==> src/cb_parity_defs.vh <==
// constants for the cardbus command/byte-enable and parity block
`ifndef CB_PARITY_DEFS_VH
`define CB_PARITY_DEFS_VH
`define CB_AD_W 32
`define CB_CBE_W 4
`define CB_CBE_RST 4'hf
`define CB_BYTE_W 8
`define CB_BUF_DEPTH 2
`endif

==> src/cb_skid_buf.v <==
// two-entry buffer with valid/ready on both sides
`timescale 1ns/1ps
`default_nettype none
module cb_skid_buf #(
  parameter W = 37
) (
  input wire i_clk,
  input wire i_sys_rst,
  input wire i_in_valid,
  output wire o_in_ready,
  input wire [W-1:0] i_in_data,
  output wire o_out_valid,
  input wire i_out_ready,
  output wire [W-1:0] o_out_data
);
  reg [W-1:0] mem_reg [0:1];
  reg wr_ptr_reg;
  reg rd_ptr_reg;
  reg [1:0] count_reg;
  wire push;
  wire pop;
  assign o_in_ready = (count_reg != 2'h2);
  assign o_out_valid = (count_reg != 2'h0);
  assign o_out_data = mem_reg[rd_ptr_reg];
  assign push = i_in_valid & o_in_ready;
  assign pop = o_out_valid & i_out_ready;
  always @(posedge i_clk or posedge i_sys_rst) begin
    if (i_sys_rst) begin
      mem_reg[0] <= {W{1'b0}};
      mem_reg[1] <= {W{1'b0}};
      wr_ptr_reg <= 1'b0;
      rd_ptr_reg <= 1'b0;
      count_reg <= 2'h0;
    end else begin
      if (push) begin
        mem_reg[wr_ptr_reg] <= i_in_data;
        wr_ptr_reg <= ~wr_ptr_reg;
      end
      if (pop) begin
        rd_ptr_reg <= ~rd_ptr_reg;
      end
      if (push & ~pop) begin
        count_reg <= count_reg + 2'h1;
      end else if (pop & ~push) begin
        count_reg <= count_reg - 2'h1;
      end
    end
  end
endmodule // cb_skid_buf
`default_nettype wire

==> src/cb_cmd_be_parity.v <==
// cardbus command/byte-enable lanes and parity for the socket side
`timescale 1ns/1ps
`default_nettype none
`include "cb_parity_defs.vh"
module cb_cmd_be_parity (
  input wire i_clk,
  input wire i_sys_rst,
  // link pins; the inputs come from the card's clock domain, the outputs are registered on i_clk
  input wire i_cclk,
  input wire i_frame_n,
  input wire i_addr_phase,
  input wire i_initiator,
  input wire [`CB_AD_W-1:0] i_cad,
  input wire [`CB_CBE_W-1:0] i_cbe_n,
  output reg [`CB_CBE_W-1:0] o_cbe_n,
  output reg o_cbe_oe,
  input wire i_cpar,
  output reg o_cpar,
  output reg o_cpar_oe,
  output reg o_perr_n,
  output reg o_perr_oe,
  // controller side, initiator request
  input wire i_req_valid,
  output wire o_req_ready,
  input wire i_req_addr_phase,
  input wire [`CB_CBE_W-1:0] i_req_cbe,
  input wire [`CB_AD_W-1:0] i_req_ad,
  // controller side, target data out
  output wire o_rx_valid,
  input wire i_rx_ready,
  output wire [`CB_AD_W-1:0] o_rx_data,
  output wire [`CB_CBE_W-1:0] o_rx_be,
  output wire o_rx_addr_phase,
  // status
  output reg o_perr_flag,
  input wire i_perr_clr
);
  localparam ST_IDLE = 1'b0;
  localparam ST_PAR = 1'b1;
  localparam BW = `CB_AD_W + `CB_CBE_W + 1;

  // ----------------------------------------
  // pin synchronisers
  // ----------------------------------------
  // data lanes are only read at a sync'd link edge, half a link clock after
  // they settled, so bits that resolve on different cycles cannot tear a word
  reg cclk_sync1_reg;
  reg cclk_sync2_reg;
  reg frame_n_sync1_reg;
  reg frame_n_sync2_reg;
  reg addr_sync1_reg;
  reg addr_sync2_reg;
  reg init_sync1_reg;
  reg init_sync2_reg;
  reg cpar_sync1_reg;
  reg cpar_sync2_reg;
  reg [`CB_AD_W-1:0] cad_sync1_reg;
  reg [`CB_AD_W-1:0] cad_sync2_reg;
  reg [`CB_CBE_W-1:0] cbe_n_sync1_reg;
  reg [`CB_CBE_W-1:0] cbe_n_sync2_reg;
  reg cclk_d_reg;
  always @(posedge i_clk or posedge i_sys_rst) begin
    if (i_sys_rst) begin
      // idle levels, so no false edge or frame follows reset
      cclk_sync1_reg <= 1'b0;
      cclk_sync2_reg <= 1'b0;
      frame_n_sync1_reg <= 1'b1;
      frame_n_sync2_reg <= 1'b1;
      addr_sync1_reg <= 1'b0;
      addr_sync2_reg <= 1'b0;
      init_sync1_reg <= 1'b0;
      init_sync2_reg <= 1'b0;
      cpar_sync1_reg <= 1'b0;
      cpar_sync2_reg <= 1'b0;
      cad_sync1_reg <= {`CB_AD_W{1'b0}};
      cad_sync2_reg <= {`CB_AD_W{1'b0}};
      cbe_n_sync1_reg <= `CB_CBE_RST;
      cbe_n_sync2_reg <= `CB_CBE_RST;
      cclk_d_reg <= 1'b0;
    end else begin
      cclk_sync1_reg <= i_cclk;
      cclk_sync2_reg <= cclk_sync1_reg;
      frame_n_sync1_reg <= i_frame_n;
      frame_n_sync2_reg <= frame_n_sync1_reg;
      addr_sync1_reg <= i_addr_phase;
      addr_sync2_reg <= addr_sync1_reg;
      init_sync1_reg <= i_initiator;
      init_sync2_reg <= init_sync1_reg;
      cpar_sync1_reg <= i_cpar;
      cpar_sync2_reg <= cpar_sync1_reg;
      cad_sync1_reg <= i_cad;
      cad_sync2_reg <= cad_sync1_reg;
      cbe_n_sync1_reg <= i_cbe_n;
      cbe_n_sync2_reg <= cbe_n_sync1_reg;
      cclk_d_reg <= cclk_sync2_reg;
    end
  end
  wire cclk_s = cclk_sync2_reg;
  wire frame_act = ~frame_n_sync2_reg;
  wire addr_s = addr_sync2_reg;
  wire init_s = init_sync2_reg;
  wire cpar_s = cpar_sync2_reg;
  wire [`CB_AD_W-1:0] cad_s = cad_sync2_reg;
  wire [`CB_CBE_W-1:0] cbe_n_s = cbe_n_sync2_reg;
  wire cclk_rise = cclk_s & ~cclk_d_reg;

  // ----------------------------------------
  // initiator: drive lines and parity
  // ----------------------------------------
  reg state_reg;
  reg par_next;
  // the request is held until a link edge takes it, so the source stalls
  assign o_req_ready = cclk_rise;
  always @(posedge i_clk or posedge i_sys_rst) begin
    if (i_sys_rst) begin
      o_cbe_n <= `CB_CBE_RST;
      o_cbe_oe <= 1'b0;
      o_cpar <= 1'b0;
      o_cpar_oe <= 1'b0;
      state_reg <= ST_IDLE;
    end else if (cclk_rise) begin
      // parity for the previous phase goes out one link clock late;
      // a stopped link clock holds the last one back until the next edge
      case (state_reg)
        ST_PAR: begin
          o_cpar <= par_next;
          o_cpar_oe <= 1'b1;
        end
        default: begin
          o_cpar_oe <= 1'b0;
        end
      endcase
      if (i_req_valid) begin
        // same four lines carry command or enables by phase
        o_cbe_n <= ~i_req_cbe;
        o_cbe_oe <= 1'b1;
        state_reg <= ST_PAR;
      end else begin
        o_cbe_oe <= 1'b0;
        state_reg <= ST_IDLE;
      end
    end
  end
  reg [`CB_AD_W-1:0] tx_ad_reg;
  reg [`CB_CBE_W-1:0] tx_cbe_n_reg;
  always @(posedge i_clk or posedge i_sys_rst) begin
    if (i_sys_rst) begin
      tx_ad_reg <= {`CB_AD_W{1'b0}};
      tx_cbe_n_reg <= `CB_CBE_RST;
    end else if (cclk_rise & i_req_valid) begin
      tx_ad_reg <= i_req_ad;
      tx_cbe_n_reg <= ~i_req_cbe;
    end
  end
  // parity taken from the captured word, so it matches what the lines carried
  always @* begin
    par_next = ^{tx_ad_reg, tx_cbe_n_reg};
  end

  // ----------------------------------------
  // target: capture, check parity
  // ----------------------------------------
  reg chk_pend_reg;
  reg chk_par_reg;
  reg rx_push;
  reg [BW-1:0] rx_word;
  always @* begin
    rx_push = cclk_rise & frame_act & ~init_s;
    // in data phases, bytes whose enable is off are zeroed before the user sees them
    rx_word = {addr_s, cad_s, ~cbe_n_s};
  end
  wire [`CB_AD_W-1:0] be_mask;
  genvar g;
  generate
    for (g = 0; g < `CB_CBE_W; g = g + 1) begin : g_lane
      // line n qualifies byte n
      assign be_mask[g*`CB_BYTE_W +: `CB_BYTE_W] = {`CB_BYTE_W{~cbe_n_s[g] | addr_s}};
    end
  endgenerate
  wire perr_hit = cclk_rise & chk_pend_reg & (chk_par_reg != cpar_s);
  always @(posedge i_clk or posedge i_sys_rst) begin
    if (i_sys_rst) begin
      chk_pend_reg <= 1'b0;
      chk_par_reg <= 1'b0;
      o_perr_n <= 1'b1;
      o_perr_oe <= 1'b0;
      o_perr_flag <= 1'b0;
    end else begin
      if (cclk_rise) begin
        chk_pend_reg <= rx_push;
        chk_par_reg <= ^{cad_s, cbe_n_s};
        o_perr_n <= ~perr_hit;
        o_perr_oe <= perr_hit | ~o_perr_n;
      end
      // set wins over clear
      if (perr_hit) begin
        o_perr_flag <= 1'b1;
      end else if (i_perr_clr) begin
        o_perr_flag <= 1'b0;
      end
    end
  end

  // ----------------------------------------
  // receive buffer
  // ----------------------------------------
  wire [BW-1:0] buf_out;
  cb_skid_buf #(.W(BW)) u_buf (
    .i_clk(i_clk),
    .i_sys_rst(i_sys_rst),
    .i_in_valid(rx_push),
    .o_in_ready(),
    .i_in_data({rx_word[BW-1], rx_word[BW-2:`CB_CBE_W] & be_mask, rx_word[`CB_CBE_W-1:0]}),
    .o_out_valid(o_rx_valid),
    .i_out_ready(i_rx_ready),
    .o_out_data(buf_out)
  );
  assign o_rx_addr_phase = buf_out[BW-1];
  assign o_rx_data = buf_out[BW-2:`CB_CBE_W];
  assign o_rx_be = buf_out[`CB_CBE_W-1:0];
endmodule // cb_cmd_be_parity
`default_nettype wire

==> config.mk <==
export PLATFORM = sky130hd
export DESIGN_NAME = cb_cmd_be_parity
export DESIGN_NICKNAME = d
export VERILOG_FILES = /design/src/cb_skid_buf.v /design/src/cb_cmd_be_parity.v
export VERILOG_INCLUDE_DIRS = /design/src /design/src/src
export SDC_FILE = /design/constraint.sdc
export NUM_CORES = 1
export LEC_CHECK = 0
export BUFFER_PORTS_ARGS = -buffer_cell sky130_fd_sc_hd__buf_2
export CAP_MARGIN = 20
export CORE_MARGIN = 2
export CORE_UTILIZATION = 25
export CTS_CLUSTER_DIAMETER = 100
export DETAILED_ROUTE_END_ITERATION = 10
export HOLD_SLACK_MARGIN = 0.02
export PLACE_DENSITY_LB_ADDON = 0.1
export RECOVER_POWER = 25
export REMOVE_ABC_BUFFERS = 1
export SLEW_MARGIN = 20
export SYNTH_ARGS = -nofsm -noshare
export SYNTH_HDL_FRONTEND = slang
export SYNTH_SLANG_ARGS = --single-unit
==> constraint.sdc <==
create_clock -name i_clk -period 8.3 [get_ports i_clk]
set_input_delay 1.66 -clock i_clk [delete_from_list [all_inputs] [get_ports i_clk]]
set_output_delay 1.66 -clock i_clk [all_outputs]
set_load 0.01 [all_outputs]
==> results of run 1 <==
per-layer routing:
layer	global-route usage	vias to the layer above	wire (um)
met5	0	-	17
met4	0.02742	2	439
met3	0.03961	28	1321
met2	0.1704	122	7538
met1	0.1305	2263	7414
li1	-	2241	-
where the power goes:
group          total (mW)  switching, mW  internal, mW
clock network        1.30          0.423         0.876
registers            1.36          0.152          1.21
logic               0.801          0.370         0.431
total                3.46          0.945          2.52
how the worst max path moves through the flow:
stage	startpoint	end	slack [ns]	cells after the start
final	u_buf.rd_ptr_reg	o_rx_data[26]	4.67	2
after global routing	u_buf.rd_ptr_reg	o_rx_data[10]	4.58	2
after CTS	u_buf.rd_ptr_reg	o_rx_be[2]	4.59	2
after detailed placement	i_sys_rst	cad_s[1]	4.79	3
after global placement	i_sys_rst	u_buf.mem_reg[42]	4.86	3
after floorplan	i_sys_rst	addr_s	1.07	1
through the flow:
stage	worst slack, ns	power, mW
CTS	4.590	3.546
global placement	4.863	2.196
finish	4.672	3.465
global route	4.579	3.684
floorplan	1.069	1.922
detailed placement	4.790	2.220
logic make-up (layout without fill, tap and decap cells):
logic type	Yosys count	count (layout)	synth area share
other	0	3	0
adder cells (fa/ha/maj)	1	1	0.001615
buffers and inverters	33	184	0.01986
XOR/XNOR	74	74	0.08818
AO/OA/AOI/OAI	83	83	0.05620
flip-flops	205	205	0.6646
AND/OR/NAND/NOR	130	130	0.06638
multiplexers	71	71	0.1032
area by class of cell:
cell class | count | area [sq um] | share of cell area
multi-input combinational | 359 | 2431 | 0.2483
timing repair buffer | 134 | 671.9 | 0.06863
sequential | 205 | 5152 | 0.5263
inverter | 5 | 26.28 | 0.002684
clock inverter | 10 | 252.7 | 0.02581
antenna | 3 | 7.507 | 0.0007668
clock buffer | 35 | 753.2 | 0.07693
tap | 396 | 495.5 | 0.05061
critical path: cells and delay by family (launching register included):
family	cells	cell delay [ns]
mux	1	0.42
flops	1	0.85
buf+inv	1	0.14
cells in the final DEF, fill, tap and decap left out, drive strengths merged:
cell type / Yosys / final
clkinvlp: 0 / 1
o22ai: 1 / 1
a21boi: 1 / 1
dfrtp: 190 / 190
xnor3: 2 / 2
buf: 18 / 129
nor2: 3 / 3
or2b: 2 / 2
nor3: 1 / 1
dfstp: 15 / 15
xor2: 9 / 9
bufinv: 0 / 8
o21ai: 78 / 78
inv: 5 / 5
nand2b: 4 / 4
clkbuf: 10 / 40
a31oi: 2 / 2
nand2: 120 / 120
xnor2: 63 / 63
mux2: 71 / 71
a21o: 1 / 1
clkinv: 0 / 1
diode: 0 / 3
ha: 1 / 1
==> out/metrics.csv, run 1 <==
stage,metric,value,unit
yosys,"top cells by area, synth","dfrtp_1, mux2_2, xnor2_1",
yosys,sequential fraction of the synthesis area,0.6646,
finish,layout cells sized above 1,0.3503,
worst_hold_path,Hold Path Stages,0,
floorplan,starting density of the core,0.2533,
grt,largest net degree at the start of global routing,133,
placement,hpwl dp,10340,um
yosys,Synth Warn #,0,
route,DRT iter0 DRCs,166,
floorplan,Die ar.,32410,sq um
sta,Worst-Margin Slew,2.068,ns
clocking,Max Root-Sink Buffers,3,
clocking,Clock Tree Root,clkbuf_16,
floorplan,I/O Pins,132,
route,vias per cell,4.059,
worst_hold_path,worst hold start,cad_sync1_reg[20],
clocking,H-tree Lvls,1,
clocking,CTS tree,done,
yosys,"Primary FF master, synth",dfrtp_1,
finish,Util after Layout,0.3201,
setup_path,arrival time at the worst endpoint,1.97,ns
yosys,ys async rst share,1.000,
floorplan,Die Ht,180.0,um
route,routed wire length,16730,um
yosys,Post-synth EDFFs,0,
clocking,"Clk pin slew, worst setup/hold paths",0.06,ns
route,detailed-router iteration count before antenna repair,4,
pwr,PwrDens,353.9,nW/um^2
clocking,TritonCTS Buffers,25,
setup_path,CP Launch Type,flop,
sta,Setup-failing EPs final,0,
placement,DP Area,8802,sq um
setup_path,CP Max Fanout,38,
setup_path,WS Path Type,flop to output pin,
setup_path,CP max stage delay,0.85,ns
yosys,Gate Count Post-Synth,597,
pwr,leakage power figure,4.530,nW
clocking,Skew-Pair Late Insertion Delay,0.52,ns
setup_path,critical-path cell list,"mux2_2, buf_2",
route,DR WL/cell,14.59,um
sta,Worst Skew,0.01551,ns
sta,Max-slew headroom,-0.3788,
job,Max-Cap Viols,1,
floorplan,Rows,64,
setup_path,R2R depth,5,
finish,filler instances,3100,
clocking,postcts setup bufs,0,
worst_hold_path,HP Class,flop to flop,
setup_path,reg2reg start,cclk_s,
yosys,most common cell in the netlist,dfrtp_1,
sta,Setup TNS,0,ns
sta,RSZ-0062 raised after global routing,no,
setup_path,crit path max-delay cell type,dfrtp_4,
clocking,cts hold-fix bufs,0,
grt,total track usage,0.1045,
route,Post-route DRC,0,
route,Via Count,4656,
worst_hold_path,hold path endpoint,cad_s[20],
yosys,post-synth top area share,0.6137,
finish,Layout Nets,814,
sta,"Slew Viols, Final",42,
outcome,status,"finished, violations left",
setup_path,reg2reg end,tx_ad_reg[19],
yosys,Synth top cells by count,"dfrtp_1, nand2_1, mux2_2",
outcome,violated checks,"max-capacitance violations, max-slew violations",
floorplan,total core area,30590,sq um
sta,Tcrit/Tclk final,0.4371,
yosys,post-synthesis register bit count,205,
grt,global route overflow,0,
yosys,"area leader, netlist",dfrtp_1,
finish,Layout area overhead,26.37,%
sta,Max Fclk,275.6,MHz
finish,"Design Area, Final",9791,sq um
pwr,worst ir drop on vdd,0.1697,mV
placement,Port Buf Inserts,130,
yosys,Synth Cell Area,7747,sq um
yosys,number of distinct library cells after synthesis,26,
placement,dpl cells,1099,
sta,crit path time final,3.628,ns
yosys,average cell area after synthesis,12.98,sq um
finish,fin cells,1147,
setup_path,R2R setup slack,5.25,ns
route,remaining antenna violation count,0,
clocking,clock sinks,205,
grt,initial antenna violation count,4,
clocking,Post-CTS Resized,0,
setup_path,critical path required time,6.64,ns
sta,final hold viol count,0,
setup_path,Setup crit end kind,output pin,
placement,GP Congestion,0.7079,
finish,number of flip-flops in the largest register,74,
sta,hold slack final,0.3464,ns
floorplan,Die W,180.0,um
grt,first-pass GRT wire length,27390,um
grt,vias in the first global route,5064,
(Power assumes the default switching activity.)
==> run 2: changes to the inputs <==
==> constraint.sdc (replaced) <==
create_clock -name i_clk -period 3.24 [get_ports i_clk]
set_input_delay 0.648 -clock i_clk [delete_from_list [all_inputs] [get_ports i_clk]]
set_output_delay 0.648 -clock i_clk [all_outputs]
set_load 0.01 [all_outputs]
==> out/metrics.csv, run 2 (synthesized netlist as in run 1, its figures left out) <==
stage,metric,value,unit,change
outcome,status,"finished, violations left",,
outcome,violated checks,"max-capacitance violations, max-slew violations",,
sta,worst setup slack after layout,0.6256,ns,-4.046 ns
pwr,Comb power frac,0.254,,+0.023
placement,post-place setup slack,0.7226,ns,-4.068 ns
pwr,total power,8.590,mW,+150%
clocking,Post-CTS Resized,0,,unchanged
setup_path,CP Max Fanout,25,,-34%
sta,Worst Skew,0.01414,ns,-0.001370 ns
sta,crit path time final,2.614,ns,
sta,Tcrit/Tclk final,0.8069,,
setup_path,crit path max-delay cell type,dfrtp_2,,
route,DR WL/cell,14.51,um,-0.56%
grt,total track usage,0.1043,,-0.0001780
pwr,PwrDens,879.3,nW/um^2,+150%
pwr,sequential power share,0.400,,+0.006
route,remaining antenna violation count,0,,unchanged
setup_path,R2R setup slack,0.80,ns,-4.45 ns
worst_hold_path,hold path endpoint,frame_n_sync1_reg,,
worst_hold_path,worst hold start,i_frame_n,,
route,DRT iter0 DRCs,135,,-19%
route,vias per cell,3.984,,-1.9%
pwr,worst ir drop on vdd,0.3917,mV,+130%
route,Post-route DRC,0,,unchanged
finish,Util after Layout,0.3194,,-0.0006950
grt,largest net degree at the start of global routing,75,,-44%
setup_path,Bufs and invs on worst path,2,,+1
worst_hold_path,HP Class,input port to flop,,
grt,first-pass GRT wire length,27420,um,+0.12%
pwr,leakage power figure,4.527,nW,about the same
setup_path,WS Path Type,flop to output pin,,
setup_path,critical-path cell list,"buf_12, mux2_2, buf_2",,
grt,initial antenna violation count,2,,-2
pwr,Int Power,6.153,mW,+140%
grt,vias in the first global route,5237,,+3.4%
setup_path,critical path required time,2.59,ns,-4.05 ns
finish,layout cells sized above 1,0.3554,,+0.005170
finish,Layout Nets,819,,+0.61%
grt,global route overflow,0,,unchanged
clocking,CTS tree,done,,
floorplan,Die W,180.0,um,unchanged
worst_hold_path,Hold Path Stages,1,,+1
sta,Setup-failing EPs final,0,,unchanged
placement,GP Congestion,0.6953,,-1.8%
sta,Max Fclk,382.5,MHz,
floorplan,Die ar.,32410,sq um,unchanged
finish,number of flip-flops in the largest register,74,,unchanged
setup_path,CP Launch Type,flop,,
job,Max-Cap Viols,1,,unchanged
sta,"Slew Viols, Final",62,,+48%
clocking,Skew-Pair Late Insertion Delay,0.52,ns,about the same
pwr,Switching Share,0.2838,,+0.01101
setup_path,CP max stage delay,0.65,ns,-0.20 ns
clocking,Max Root-Sink Buffers,3,,unchanged
sta,final hold viol count,0,,unchanged
finish,"commonest non-fill, non-tap cell in the layout",dfrtp_1,,
route,detailed-router iteration count before antenna repair,4,,unchanged
route,routed wire length,16710,um,-0.13%
sta,Max-slew headroom,-0.6345,,-0.2556
finish,Layout area overhead,26.10,%,
finish,most frequent cells in the layout,"dfrtp_1, buf_2, nand2_1, mux2_2, xnor2_1",,
setup_path,R2R depth,7,,+2
placement,Port Buf Inserts,130,,unchanged
sta,RSZ-0062 raised after global routing,no,,
clocking,postcts setup bufs,0,,unchanged
floorplan,starting density of the core,0.2533,,unchanged
setup_path,Setup crit end kind,output pin,,
floorplan,Rows,64,,unchanged
route,Via Count,4589,,-1.4%
sta,Worst-Margin Slew,2.449,ns,+0.3808 ns
setup_path,"delay-heaviest family, CP",flip-flops,,
floorplan,I/O Pins,132,,unchanged
floorplan,total core area,30590,sq um,unchanged
clocking,H-tree Lvls,1,,unchanged
floorplan,Die Ht,180.0,um,unchanged
pwr,clock group share of total power,0.346,,-0.029
clocking,TritonCTS Buffers,26,,+4.0%
sta,Setup TNS,0,ns,unchanged
setup_path,reg2reg start,cclk_d_reg,,
clocking,clock sinks,205,,unchanged
placement,hpwl dp,11050,um,+6.9%
pwr,Switch Pwr,2.438,mW,+160%
setup_path,Crit. Startpoint,u_buf.rd_ptr_reg,,
setup_path,reg2reg end,u_buf.mem_reg[23],,
clocking,cts hold-fix bufs,0,,unchanged
setup_path,arrival time at the worst endpoint,1.97,ns,about the same
clocking,"Clk pin slew, worst setup/hold paths",0.06,ns,about the same
clocking,Clock Tree Root,clkbuf_16,,
run 2: cell types whose count changed in the layout (fill, tap and decap cells not counted), moves of 2 or more:
cell / change
bufinv_16: -5
clkbuf_16: +2
clkinv_2: +3
clkbuf_8: -2
clkbuf_1: +2
buf_12: +3
buf_4: +2
run 2: worst max-delay path by stage:
stage | to | slack [ns] | depth (start not counted)
after floorplan | addr_s | -2.98 | 1
after global placement | u_buf.mem_reg[22] | 0.76 | 7
after detailed placement | u_buf.mem_reg[26] | 0.72 | 7
after CTS | o_rx_data[10] | 0.52 | 3
after global routing | cad_sync1_reg[18] | 0.26 | 2
final | o_rx_data[10] | 0.63 | 3
run 2: layout make-up:
class | instances | area (sq um)
fillers | 3081 | 20820
flip-flops and latches | 205 | 5150
multi-input cells | 359 | 2447
clock buffers | 39 | 790.8
repair buffers | 138 | 744.5
well taps | 396 | 495.5
clock inverters | 8 | 117.6
inverters | 5 | 18.77
diodes | 2 | 5.005
run 2: per-stage QoR:
stage	instance area (sq um)	hold slack, ns	std cells
2_1_floorplan	7612	0.3312	569
3_3_place_gp	8867	0.3344	1103
3_5_place_dp	8867	0.3347	1103
4_1_cts	9776	0.1709	1150
5_1_grt	9767	0.2044	1151
6_report	9769	0.2327	1152
run 2: power groups by stage:
stage | clock [mW] | sequential [mW] | combinational (mW)
6_report | 2.97 | 3.44 | 2.18
5_1_grt | 3.21 | 3.51 | 2.45
4_1_cts | 3.10 | 3.45 | 2.26
3_5_place_dp | 0 | 3.49 | 2.24
3_3_place_gp | 0 | 3.45 | 2.21
2_1_floorplan | 0 | 3.43 | 1.49
run 2: worst reg2reg max path, cell delays in order, from the launching register on:
cell and delay, ns:
dfrtp_1 0.35, nand2b_1 0.27, nor3_2 0.22, a21boi_4 0.28, nand2_2 0.53, buf_4 0.48, nand2_1 0.10, o21ai_0 0.07
run 2: metal layers:
| metal | up-vias | track usage | wire length, um |
|---|---|---|---|
| met5 | - | 0 | 0 |
| met4 | 0 | 0.03097 | 526 |
| met3 | 32 | 0.03517 | 1168 |
| met2 | 124 | 0.1686 | 7542 |
| met1 | 2192 | 0.1329 | 7472 |
| li1 | 2241 | - | - |
==> run 3: changes to the inputs <==
--- a/config.mk
+++ b/config.mk
@@ -6,6 +6,7 @@
 export SDC_FILE = /design/constraint.sdc
 export NUM_CORES = 1
 export LEC_CHECK = 0
+export ABC_AREA = 1
 export BUFFER_PORTS_ARGS = -buffer_cell sky130_fd_sc_hd__buf_2
 export CAP_MARGIN = 20
 export CORE_MARGIN = 2
==> constraint.sdc (replaced) <==
create_clock -name i_clk -period 2.4 [get_ports i_clk]
set_input_delay 0.48 -clock i_clk [delete_from_list [all_inputs] [get_ports i_clk]]
set_output_delay 0.48 -clock i_clk [all_outputs]
set_load 0.01 [all_outputs]
==> out/metrics.csv, run 3 <==
stage,metric,value,unit,change
outcome,status,"finished, violations left",,
outcome,violated checks,"max-capacitance violations, max-slew violations",,
grt,initial antenna violation count,7,,+5
sta,Setup TNS,0,ns,unchanged
route,Via Count,5702,,+24%
route,DRT iter0 DRCs,176,,+30%
placement,hpwl dp,13090,um,+18%
setup_path,critical path required time,1.92,ns,-0.67 ns
yosys,most common cell in the netlist,nand2_1,,
finish,layout cells sized above 1,0.2677,,-0.08771
finish,Layout Nets,1066,,+30%
clocking,Skew-Pair Late Insertion Delay,0.52,ns,about the same
yosys,Synth Cell Area,8662,sq um,+12%
route,Post-route DRC,0,,unchanged
sta,crit path time final,2.252,ns,
floorplan,starting density of the core,0.2520,,-0.001270
floorplan,total core area,34370,sq um,+12%
floorplan,Rows,68,,+6.3%
route,DR WL/cell,13.09,um,-9.7%
clocking,Clock Tree Root,clkbuf_16,,
yosys,Synth Warn #,0,,unchanged
setup_path,CP max stage delay,0.49,ns,-0.16 ns
sta,Max Fclk,444.1,MHz,
setup_path,CP Max Fanout,35,,+40%
clocking,cts hold-fix bufs,0,,unchanged
finish,Util after Layout,0.3152,,-0.004178
yosys,"Primary FF master, synth",dfrtp_1,,
grt,global route overflow,0,,unchanged
grt,first-pass GRT wire length,31210,um,+14%
yosys,post-synth top area share,0.5489,,-0.06480
clocking,"Clk pin slew, worst setup/hold paths",0.06,ns,about the same
finish,Layout area overhead,25.08,%,
job,Max-Cap Viols,1,,unchanged
finish,most frequent cells in the layout,"nand2_1, dfrtp_1, buf_2, inv_1, o21ai_0",,
sta,"Slew Viols, Final",74,,+19%
sta,Max-slew headroom,-0.1892,,+0.4453
pwr,leakage power figure,5.285,nW,+17%
clocking,Max Root-Sink Buffers,3,,unchanged
setup_path,Setup crit end kind,output pin,,
sta,RSZ-0062 raised after global routing,no,,
pwr,PwrDens,1081,nW/um^2,+23%
placement,GP Congestion,0.6810,,-2.1%
floorplan,Die Ht,190.1,um,+5.6%
setup_path,CP Launch Type,flop,,
clocking,clock sinks,205,,unchanged
pwr,worst ir drop on vdd,0.5264,mV,+34%
sta,Setup-failing EPs final,0,,unchanged
yosys,number of distinct library cells after synthesis,32,,+23%
route,routed wire length,19090,um,+14%
clocking,CTS tree,done,,
setup_path,CP dominant cell by count,buf_12,,
setup_path,crit path max-delay cell type,dfrtp_4,,
worst_hold_path,HP Class,input port to flop,,
yosys,post-synthesis register bit count,205,,unchanged
sta,final hold viol count,0,,unchanged
yosys,Gate Count Post-Synth,828,,+39%
setup_path,WS Path Type,flop to output pin,,
sta,Worst Skew,0.009341,ns,-0.004799 ns
finish,"commonest non-fill, non-tap cell in the layout",nand2_1,,
route,vias per cell,3.911,,-1.8%
yosys,Post-synth EDFFs,0,,unchanged
floorplan,I/O Pins,132,,unchanged
grt,total track usage,0.1085,,+0.004143
yosys,Synth top cells by count,"nand2_1, dfrtp_1, inv_1",,
floorplan,Die W,190.1,um,+5.6%
yosys,"area leader, netlist",dfrtp_1,,
route,remaining antenna violation count,0,,unchanged
yosys,ys async rst share,1.000,,unchanged
sta,Tcrit/Tclk final,0.9382,,
yosys,sequential fraction of the synthesis area,0.5944,,-0.07017
placement,Port Buf Inserts,130,,unchanged
setup_path,arrival time at the worst endpoint,1.77,ns,-0.20 ns
finish,number of flip-flops in the largest register,74,,unchanged
setup_path,critical-path cell list,"buf_12, buf_12, o21ai_0, buf_2",,
clocking,H-tree Lvls,1,,unchanged
floorplan,Die ar.,36150,sq um,+12%
grt,largest net degree at the start of global routing,77,,+2.7%
clocking,TritonCTS Buffers,26,,unchanged
sta,Worst-Margin Slew,1.784,ns,-0.6653 ns
yosys,"top cells by area, synth","dfrtp_1, nand2_1, mux2_4",,
grt,vias in the first global route,5807,,+11%
yosys,average cell area after synthesis,10.46,sq um,-19%
route,detailed-router iteration count before antenna repair,4,,unchanged
run 3: changes by cell type after synthesis, sizes merged, moves of 6 or more:
cell,delta
a21oi,+6
inv,+96
mux2,-6
nand2,+97
nand3,+12
nor2,+46
xnor2,-30
xor2,+18
run 3: logic make-up after synthesis:
group / after synthesis / synth area share
fa+ha+maj: 1 / 0.001444
xor+xnor: 60 / 0.06067
mux: 65 / 0.09750
compound gates: 89 / 0.05316
buf+inv: 125 / 0.06341
flops: 205 / 0.5944
simple gates: 283 / 0.1294
run 3: path summary, 6_finish.rpt:
path,cells after the start,slack (ns),startpoint,to
worst max-delay path,4,0.15,u_buf.rd_ptr_reg,o_rx_be[2]
worst min-delay path,1,0.06,i_cbe_n[0],cbe_n_sync1_reg[0]
worst max register to register,9,0.45,cclk_d_reg,u_buf.mem_reg[7]
worst min register to register,0,0.34,cad_sync1_reg[8],cad_s[8]
max in group asynchronous,2,0.79,i_sys_rst,u_buf.rd_ptr_reg
min in group asynchronous,2,0.45,i_sys_rst,tx_ad_reg[30]
run 3: critical path: cells and delay by family, from the launching register on:
family | cells | cell delay (ns)
compound gates | 1 | 0.22
buf+inv | 3 | 0.52
flops | 1 | 0.49
run 3: timing repair:
action / CTS / global route
setup buffers: 1 / 0
gates resized for setup: 2 / 0
endpoints found under the setup margin: 5 / 0
run 3: final cells by class:
| type | instances | area [sq um] |
|---|---|---|
| fillers | 3625 | 23540 |
| flip-flops and latches | 205 | 5152 |
| multi-input cells | 498 | 2969 |
| repair buffers | 150 | 904.6 |
| clock buffers | 42 | 772.0 |
| well taps | 455 | 569.3 |
| inverters | 101 | 382.9 |
| clock inverters | 5 | 78.83 |
| diodes | 2 | 5.005 |
run 3: metal layers:
metal / part of all wire / vias up / global-route usage
met1: 0.46 / 2644 / 0.1446
met3: 0.079 / 42 / 0.03634
met5: 0.0030 / - / 0
met2: 0.43 / 122 / 0.1666
met4: 0.026 / 8 / 0.03280
li1: - / 2886 / -
run 3: through the flow:
stage	instances	instance area (sq um)	setup WS, ns	power, mW	hold WS, ns
after global placement	1408	9981	0.4077	7.944	0.3326
final	1458	10830	0.1483	11.71	0.06222
after CTS	1456	10840	0.08722	12.01	0.02610
after floorplan	804	8492	-3.651	6.763	0.3312
after detailed placement	1408	9981	0.4099	7.981	0.3347
after global routing	1457	10830	0.05469	12.60	0.03292
run 3: report_power, final:
part / leakage (nW) / internal, mW / switching, mW
sequential: 2.47 / 4.26 / 0.401
combinational: 2.40 / 1.44 / 1.74
clock: 0.415 / 2.40 / 1.47
total: 5.28 / 8.10 / 3.61
